## src/verilog/pvcr_params.svh

```systemverilog
// offsets, field positions, reset values and timing counts of the
// port virtual channel capability register block.
// assumes byte addressing on a 12-bit configuration offset.
`ifndef PVCR_PARAMS_SVH
`define PVCR_PARAMS_SVH

// register byte offsets
`define PVCR_OFS_HEADER        12'h140
`define PVCR_OFS_CAP_ONE       12'h144
`define PVCR_OFS_CAP_TWO       12'h148
`define PVCR_OFS_CTRL_STATUS   12'h14C

// capability header fields
`define PVCR_EXT_CAP_ID        16'h0002
`define PVCR_CAP_VERSION       4'h1
`define PVCR_NEXT_CAP_PTR      12'h20C

// port vc capability one fields
`define PVCR_EXT_VC_COUNT      3'h0
`define PVCR_GROUP_RESET       3'h0
`define PVCR_REF_CLOCK_ENC     2'h0
`define PVCR_ENTRY_SIZE_ENC    2'h2
`define PVCR_CAP1_GROUP_LSB    4
`define PVCR_CAP1_REFCLK_LSB   8
`define PVCR_CAP1_ESIZE_LSB    10

// port vc capability two fields
`define PVCR_ARB_CAP_RESET     8'h00
`define PVCR_ARB_TBL_OFS       8'h00
`define PVCR_CAP2_TBL_LSB      24

// control and status fields
`define PVCR_CTRL_LOAD_BIT     0
`define PVCR_CTRL_SEL_LSB      1
`define PVCR_STAT_TBL_BIT      16
`define PVCR_SEL_RESET         3'h0

// table load duration in pclk cycles
`define PVCR_LOAD_CYCLES       8

`endif

```

## src/verilog/pvcr_pkg.sv

```systemverilog
// types shared by the port virtual channel capability register block.
// assumes nothing beyond the parameter header.
package pvcr_pkg;

	// virtual channel arbitration schemes that are accepted
	typedef enum logic [2:0] {
		PVCR_ARB_FIXED = 3'h0,
		PVCR_ARB_WRR   = 3'h1
	} pvcr_arb_sel_t;

	// table loader sequence
	typedef enum logic [1:0] {
		PVCR_LD_IDLE,
		PVCR_LD_BUSY,
		PVCR_LD_DONE
	} pvcr_ld_state_t;

	// register selected by an address
	typedef enum logic [2:0] {
		PVCR_REG_HEADER,
		PVCR_REG_CAP_ONE,
		PVCR_REG_CAP_TWO,
		PVCR_REG_CTRL_STATUS,
		PVCR_REG_NONE
	} pvcr_reg_t;

endpackage

```

## src/verilog/pvcr_regs.sv

```systemverilog
// apb register block of the port virtual channel extended capability.
// assumes apb with one wait state, pclk at 40 mhz, the arbitration table
// itself living in a neighbouring block that pulses table_entry_written.
//
// Our own choice: the APB slave port.
`timescale 1ns/1ps
`include "pvcr_params.svh"

// Contract
// - header low half reads 0002h
// - header version field reads 1h
// - next capability pointer reads 20Ch
// - extra channel count reads zero
// - low priority count, reset zero, strap loadable
// - reference clock encoding fixed 00b
// - table entry size reads 10b
// - group arbitration capability reads zero
// - arbitration table offset reads 00h
// - load bit applies table, reads zero
// - scheme select accepts 0, 1 only
// - table write sets status bit 16
// - status clears when table load finishes
module pvcr_regs #(
	parameter int       LOAD_CYCLES = `PVCR_LOAD_CYCLES,
	parameter bit [7:0] ARB_CAP     = `PVCR_ARB_CAP_RESET
) (
	// clock and reset
	input  wire logic        pclk,
	input  wire logic        presetn,
	// apb slave
	input  wire logic        psel,
	input  wire logic        penable,
	input  wire logic        pwrite,
	input  wire logic [11:0] paddr,
	input  wire logic [31:0] pwdata,
	input  wire logic [3:0]  pstrb,
	output logic      [31:0] prdata,
	output logic             pready,
	output logic             pslverr,
	// arbitration table side
	input  wire logic        table_entry_written,
	output logic             table_apply_strobe,
	output logic             table_load_busy,
	output logic             table_status,
	output logic      [2:0]  arb_select,
	// default override from the serial loader
	input  wire logic        group_override_valid,
	input  wire logic [2:0]  group_override_value,
	output logic      [2:0]  low_priority_channel_group
);

	// address decode, used for both read and write paths
	function automatic pvcr_pkg::pvcr_reg_t decode(input logic [11:0] addr);
		unique case (addr)
			`PVCR_OFS_HEADER:      decode = pvcr_pkg::PVCR_REG_HEADER;
			`PVCR_OFS_CAP_ONE:     decode = pvcr_pkg::PVCR_REG_CAP_ONE;
			`PVCR_OFS_CAP_TWO:     decode = pvcr_pkg::PVCR_REG_CAP_TWO;
			`PVCR_OFS_CTRL_STATUS: decode = pvcr_pkg::PVCR_REG_CTRL_STATUS;
			default:               decode = pvcr_pkg::PVCR_REG_NONE;
		endcase
	endfunction

	// only the two defined schemes pass; anything else falls to default
	function automatic logic [2:0] legal_sel(input logic [2:0] raw);
		if (raw == pvcr_pkg::PVCR_ARB_WRR) begin
			legal_sel = pvcr_pkg::PVCR_ARB_WRR;
		end else begin
			legal_sel = pvcr_pkg::PVCR_ARB_FIXED;
		end
	endfunction

	pvcr_pkg::pvcr_reg_t sel_reg;
	logic                access_go;
	logic                commit;
	logic                wr_ctrl;
	logic                load_cmd;
	logic                load_done;
	logic                load_busy;
	logic                apply_strobe;
	logic [2:0]          sel_q;
	logic [2:0]          group_cnt_q;
	logic                tbl_status_q;
	logic                pready_q;
	logic                pslverr_q;
	logic [31:0]         prdata_q;
	logic [31:0]         rd_word;

	assign sel_reg   = decode(paddr);
	// first access cycle: answer is prepared here
	assign access_go = psel && penable && !pready_q;
	// edge at which the master samples pready high
	assign commit    = psel && penable && pready_q;
	assign wr_ctrl   = commit && pwrite && pstrb[0]
	                   && (sel_reg == pvcr_pkg::PVCR_REG_CTRL_STATUS);
	assign load_cmd  = wr_ctrl && pwdata[`PVCR_CTRL_LOAD_BIT];

	// read word assembly; reserved bits stay zero
	always_comb begin
		rd_word = 32'h0000_0000;
		unique case (sel_reg)
			pvcr_pkg::PVCR_REG_HEADER: begin
				rd_word[15:0]  = `PVCR_EXT_CAP_ID;
				rd_word[19:16] = `PVCR_CAP_VERSION;
				rd_word[31:20] = `PVCR_NEXT_CAP_PTR;
			end
			pvcr_pkg::PVCR_REG_CAP_ONE: begin
				rd_word[2:0] = `PVCR_EXT_VC_COUNT;
				rd_word[`PVCR_CAP1_GROUP_LSB +: 3] = group_cnt_q;
				rd_word[`PVCR_CAP1_REFCLK_LSB +: 2] = `PVCR_REF_CLOCK_ENC;
				rd_word[`PVCR_CAP1_ESIZE_LSB +: 2] = `PVCR_ENTRY_SIZE_ENC;
			end
			pvcr_pkg::PVCR_REG_CAP_TWO: begin
				// capability only means something with a nonzero group count
				rd_word[7:0] = ARB_CAP;
				rd_word[`PVCR_CAP2_TBL_LSB +: 8] = `PVCR_ARB_TBL_OFS;
			end
			pvcr_pkg::PVCR_REG_CTRL_STATUS: begin
				// load bit is never stored, so it reads zero
				rd_word[`PVCR_CTRL_LOAD_BIT] = 1'b0;
				rd_word[`PVCR_CTRL_SEL_LSB +: 3] = sel_q;
				rd_word[`PVCR_STAT_TBL_BIT] = tbl_status_q;
			end
			default: begin
				rd_word = 32'h0000_0000;
			end
		endcase
	end

	// apb handshake: one wait state, pready high for one cycle
	always_ff @(posedge pclk or negedge presetn) begin
		if (!presetn) begin
			pready_q  <= 1'b0;
			pslverr_q <= 1'b0;
		end else begin
			pready_q  <= access_go;
			pslverr_q <= access_go && (sel_reg == pvcr_pkg::PVCR_REG_NONE);
		end
	end

	// read data captured with pready so it is steady when sampled
	always_ff @(posedge pclk or negedge presetn) begin
		if (!presetn) begin
			prdata_q <= 32'h0000_0000;
		end else if (access_go) begin
			prdata_q <= pwrite ? 32'h0000_0000 : rd_word;
		end else if (commit) begin
			prdata_q <= 32'h0000_0000;
		end
	end

	// scheme select; only lane 0 writes reach it, everything else is read-only
	always_ff @(posedge pclk or negedge presetn) begin
		if (!presetn) begin
			sel_q <= `PVCR_SEL_RESET;
		end else if (wr_ctrl) begin
			sel_q <= legal_sel(pwdata[`PVCR_CTRL_SEL_LSB +: 3]);
		end
	end

	// group count default, replaceable by the serial loader only
	always_ff @(posedge pclk or negedge presetn) begin
		if (!presetn) begin
			group_cnt_q <= `PVCR_GROUP_RESET;
		end else if (group_override_valid) begin
			group_cnt_q <= group_override_value;
		end
	end

	// table status: a table write in the finishing cycle keeps it set
	always_ff @(posedge pclk or negedge presetn) begin
		if (!presetn) begin
			tbl_status_q <= 1'b0;
		end else if (table_entry_written) begin
			tbl_status_q <= 1'b1;
		end else if (load_done) begin
			tbl_status_q <= 1'b0;
		end
	end

	// the loader runs the table into the arbiter
	pvcr_table_loader #(
		.LOAD_CYCLES (LOAD_CYCLES)
	) u_loader (
		.pclk           (pclk),
		.presetn        (presetn),
		.start          (load_cmd),
		.apply_strobe_q (apply_strobe),
		.busy_q         (load_busy),
		.done_q         (load_done)
	);

	// outputs; copies of registers keep every port on a flip-flop
	always_ff @(posedge pclk or negedge presetn) begin
		if (!presetn) begin
			table_status               <= 1'b0;
			arb_select                 <= `PVCR_SEL_RESET;
			low_priority_channel_group <= `PVCR_GROUP_RESET;
		end else begin
			table_status               <= tbl_status_q;
			arb_select                 <= sel_q;
			low_priority_channel_group <= group_cnt_q;
		end
	end

	assign prdata             = prdata_q;
	assign pready             = pready_q;
	assign pslverr            = pslverr_q;
	assign table_apply_strobe = apply_strobe;
	assign table_load_busy    = load_busy;

endmodule

```

## src/verilog/pvcr_table_loader.sv

```systemverilog
// loader that applies the stored vc arbitration table to the arbiter.
// assumes start is a one-cycle pulse in the pclk domain.
`timescale 1ns/1ps
`include "pvcr_params.svh"

module pvcr_table_loader #(
	parameter int LOAD_CYCLES = `PVCR_LOAD_CYCLES
) (
	// clock and reset
	input  wire logic pclk,
	input  wire logic presetn,
	// command
	input  wire logic start,
	// results
	output logic      apply_strobe_q,
	output logic      busy_q,
	output logic      done_q
);

	localparam int CW = $clog2(LOAD_CYCLES + 1);

	pvcr_pkg::pvcr_ld_state_t state_q;
	logic [CW-1:0]            count_q;

	// sequence: a start while busy is dropped, the load in flight covers it
	always_ff @(posedge pclk or negedge presetn) begin
		if (!presetn) begin
			state_q <= pvcr_pkg::PVCR_LD_IDLE;
			count_q <= '0;
		end else begin
			unique case (state_q)
				pvcr_pkg::PVCR_LD_IDLE: begin
					if (start) begin
						state_q <= pvcr_pkg::PVCR_LD_BUSY;
						count_q <= CW'(LOAD_CYCLES - 1);
					end
				end
				pvcr_pkg::PVCR_LD_BUSY: begin
					if (count_q == '0) begin
						state_q <= pvcr_pkg::PVCR_LD_DONE;
					end else begin
						count_q <= count_q - 1'b1;
					end
				end
				pvcr_pkg::PVCR_LD_DONE: begin
					state_q <= pvcr_pkg::PVCR_LD_IDLE;
				end
				default: begin
					state_q <= pvcr_pkg::PVCR_LD_IDLE;
				end
			endcase
		end
	end

	// registered outputs
	always_ff @(posedge pclk or negedge presetn) begin
		if (!presetn) begin
			apply_strobe_q <= 1'b0;
			busy_q         <= 1'b0;
			done_q         <= 1'b0;
		end else begin
			apply_strobe_q <= (state_q == pvcr_pkg::PVCR_LD_IDLE) && start;
			busy_q         <= (state_q == pvcr_pkg::PVCR_LD_IDLE) ? start
			                  : (state_q == pvcr_pkg::PVCR_LD_BUSY) && (count_q != '0);
			done_q         <= (state_q == pvcr_pkg::PVCR_LD_BUSY) && (count_q == '0);
		end
	end

endmodule

```

## config.mk

```make
export PLATFORM = sky130hd
export DESIGN_NAME = pvcr_regs
export DESIGN_NICKNAME = d
export VERILOG_FILES = /design/src/verilog/pvcr_pkg.sv /design/src/verilog/pvcr_regs.sv /design/src/verilog/pvcr_table_loader.sv
export VERILOG_INCLUDE_DIRS = /design/src /design/src/verilog
export SDC_FILE = /design/constraint.sdc
export NUM_CORES = 1
export LEC_CHECK = 0
export CORE_ASPECT_RATIO = 1.25
export CORE_UTILIZATION = 40
export CTS_BUF_LIST = sky130_fd_sc_hd__clkbuf_8
export DETAILED_ROUTE_END_ITERATION = 10
export DONT_BUFFER_PORTS = 1
export PLACE_DENSITY = 0.65
export SYNTH_ARGS = -nofsm -noshare
export SYNTH_HDL_FRONTEND = slang
export SYNTH_SLANG_ARGS = --single-unit
```

## constraint.sdc

```tcl
create_clock -name pclk -period 4 [get_ports pclk]
set_input_delay 0.4 -clock pclk [delete_from_list [all_inputs] [get_ports pclk]]
set_output_delay 0.4 -clock pclk [all_outputs]
set_load 0.03 [all_outputs]
```

==> results.md <==
* Synth top area cells: dfrtp_1 52%, buf_4 16%, mux2_2 3.3%
* GRT Total Usage at 11.2%
* Non-Filler Instances at 152
* CTS Buffer Depth at 2
* Critical path's largest stage delay at 0.49 ns
* H-tree lvl count at 1
* Die span in y at about 67 um
* Grt met1 use at 13.6%
* Final hold vios at 0
* Worst clock skew at 0.00349 ns
* Stages on worst setup path at 6
* DIE AREA at 0.00361 mm^2
* Core area at roughly 0.0032 mm^2
* Crit path kind: register to register
* Crit path buffers/inverters at 1
* CTS tree: built
* Syn Inst Count at about 110
* Via Count at 721
* Initial DRC count at 3
* Critical path endpoint: u_loader.count_q[0]
* Yosys warning count at 0
* Netlist cell types at 33
* Place WS at ~2.1 ns
* Critical path, cell by cell: inv_1 > ha_1 > or3b_2 > nor2b_1 > or2_2 > o21a_1
* Setup TNS at 0 ns
* Tmin final at 1.91 ns
* Routed Antenna Nets at 0
* GR Util met3 at under 10%
* Final setup violation count at 0
* Netlist Area Pre-Place at 0.00135 mm^2
* Starting Density at about two fifths
* Post-synth top cells: 28 x buf_4, 28 x dfrtp_1, 6 x nor2_1
* Largest net degree at the start of global routing at 29
* Clock sink count at 28
* Largest area contributor in the netlist: dfrtp_1
* Syn avg cell area at 11.9 um^2
* GP Congestion at between 0.7 and 0.8
* Number of max-cap violations at 0
* WP data required at 4.17 ns
* Number of flops mapped to enable cells by yosys at 0
* Peak VDD IR at between 0.2 and 0.25 mV
* Final wirelength at 1990 um
* Status: finished clean
* Hold/Removal Path Class: input port to register
* PortBufs at 0
* R2R setup slack at roughly 2.1 ns
* Cts repair resizes at 0
* Post-DP HPWL at 1550 um
* Final Cycle Share at 47.7%
* Predominant post-synthesis flop cell: dfrtp_1
* CP startpoint: u_loader.count_q[0]
* Nets at 175
* Sequential share of the synthesized area at 52.0%
* Top-area cell type share of the netlist area at 52.0%
* Row count at 23
* R2r endpoint: u_loader.count_q[0]
* Clock transition at the registers of the reported paths at 0.10 ns
* Setup crit start kind: register
* Post-DR wirelength/cell at 13.1 um
* Met2 GRT Util at 18.4%
* Fin. max-slew vios at 0
* Least-Margin Pin Slew at 0.814 ns
* Worst path slowest cell: or3b_2
* Pleak at roughly 0.66 nW
* Share of cells above drive strength 1 at about a fifth
* Vias in the first global route at ~640
* Cts bufs inserted at 3
* Crit. End Element: register
* Final core occ at 42.7%
* CP delay by family, top: simple AND/OR/NAND/NOR gates
* Ys async rst share at 100%
* Placed cell count at 146
* Worst slew margin at 45.8%
* Worst-Skew Late Latency at 0.27 ns
* First-pass GRT wire length at between 2000 and 3000 um
* Area delta synth->final at 2.04%
* Reg2reg start: u_loader.count_q[0]
* Cell area power density at 418 mW/mm^2
* Root Buffer: clkbuf_8
* Worst-path maximum fanout at 7
* Worst-case reg-to-reg path depth at 6
* Post-CTS Repair Setup Buffers at 0
* Drt via density at between 4 and 5
* Ports at about 100
* Fmax at 0.524 GHz
* Worst path arrival time at 2.08 ns
* DRT Pass-1 Iters at 3
* Yosys reg bits at 28
* Unrepaired setup endpoints after global routing: false
* DRC Markers at 0
* N_diodes at 0
* Final setup margin at 2.09 ns
* Die width at 53.9 um
* GRT Max-Usage Layer: met2
* Congestion Overflow GR at 0
* Initial antenna violation count at 0
* Total chip power at approximately 0.57 mW
==> worst register-to-register path: stages (launching register included) <==
cell     delay [ns]
dfrtp_1        0.42
inv_1          0.07
ha_1           0.17
or3b_2         0.49
nor2b_1        0.21
or2_2          0.28
o21a_1         0.16
==> state kept, by name, indices dropped and copies added (netlist names) <==
register / cells
pready: 1
pslverr: 1
u_loader.apply_strobe_q: 1
table_status: 1
prdata: 7
group_cnt_q: 3
low_priority_channel_group: 3
u_loader.busy_q: 1
sel_q: 1
u_loader.state_q: 2
u_loader.count_q: 4
arb_select: 1
tbl_status_q: 1
u_loader.done_q: 1
==> metal layers <==
metal	vias up	wire [um]
met5	-	0
met4	0	11
met3	2	167
met1	353	797
met2	27	1020
li1	339	-
==> cell usage in the layout (no fill, tap or decap), types with 2 or more instances in the layout <==
cell and n:
o21ai_0 2, or2_2 4, nor4_4 2, inv_1 3
nor3b_1 2, mux2_2 4, clkbuf_8 3, dfrtp_1 28
a22o_1 3, nand3_1 3, a22o_2 3, nor2_1 6
nand2_1 5, conb_1 25
==> logic make-up (layout without fill, tap and decap cells) <==
logic type / count (synthesis) / count (layout) / synth area share (%)
buffers and inverters: 31 / 9 / 16.4
adder cells (fa/ha/maj): 1 / 1 / 0.928
AND/OR/NAND/NOR: 32 / 32 / 16.8
XOR/XNOR: 2 / 2 / 1.30
AO/OA/AOI/OAI: 14 / 14 / 8.91
other: 1 / 25 / 0.278
flip-flops: 28 / 28 / 52.0
multiplexers: 4 / 4 / 3.34
==> metrics by stage <==
stage          cell area, um^2  hold slack [ns]
4_1_cts                   1380            0.213
2_1_floorplan             1440            0.104
5_1_grt                   1380            0.201
6_report                  1380            0.218
3_3_place_gp              1270            0.105
3_5_place_dp              1270            0.105
==> worst min path at each step <==
| stage | depth (start not counted) | end | startpoint | slack (ns) |
|---|---|---|---|---|
| floorplan | 0 | arb_select[0] | presetn | 0.10 |
| global placement | 0 | prdata[11] | presetn | 0.10 |
| detailed placement | 0 | prdata[11] | presetn | 0.11 |
| CTS | 1 | tbl_status_q | table_entry_written | 0.21 |
| global route | 1 | tbl_status_q | table_entry_written | 0.20 |
| finish | 1 | tbl_status_q | table_entry_written | 0.22 |
==> timing repair <==
action	in CTS	in global routing
endpoints found under the hold margin	28	0
hold buffers	2	0
setup endpoints to repair	0	0
==> layout make-up <==
type	count	area (um^2)
Tap cell	37	46.3
Sequential cell	28	701
Clock buffer	3	41.3
Fill cell	328	1850
Inverter	3	11.3
Multi-Input combinational cell	78	515
Timing Repair Buffer	2	30.0
Clock inverter	1	30.0
==> where the power goes <==
part / leakage [nW] / switching, mW / total [mW] / internal [mW]
Clock: 0.0357 / 0.0851 / 0.219 / 0.134
Sequential: 0.360 / 0.0132 / 0.303 / 0.290
Combinational: 0.262 / 0.0428 / 0.0525 / 0.00975
(Power assumes the default switching activity.)
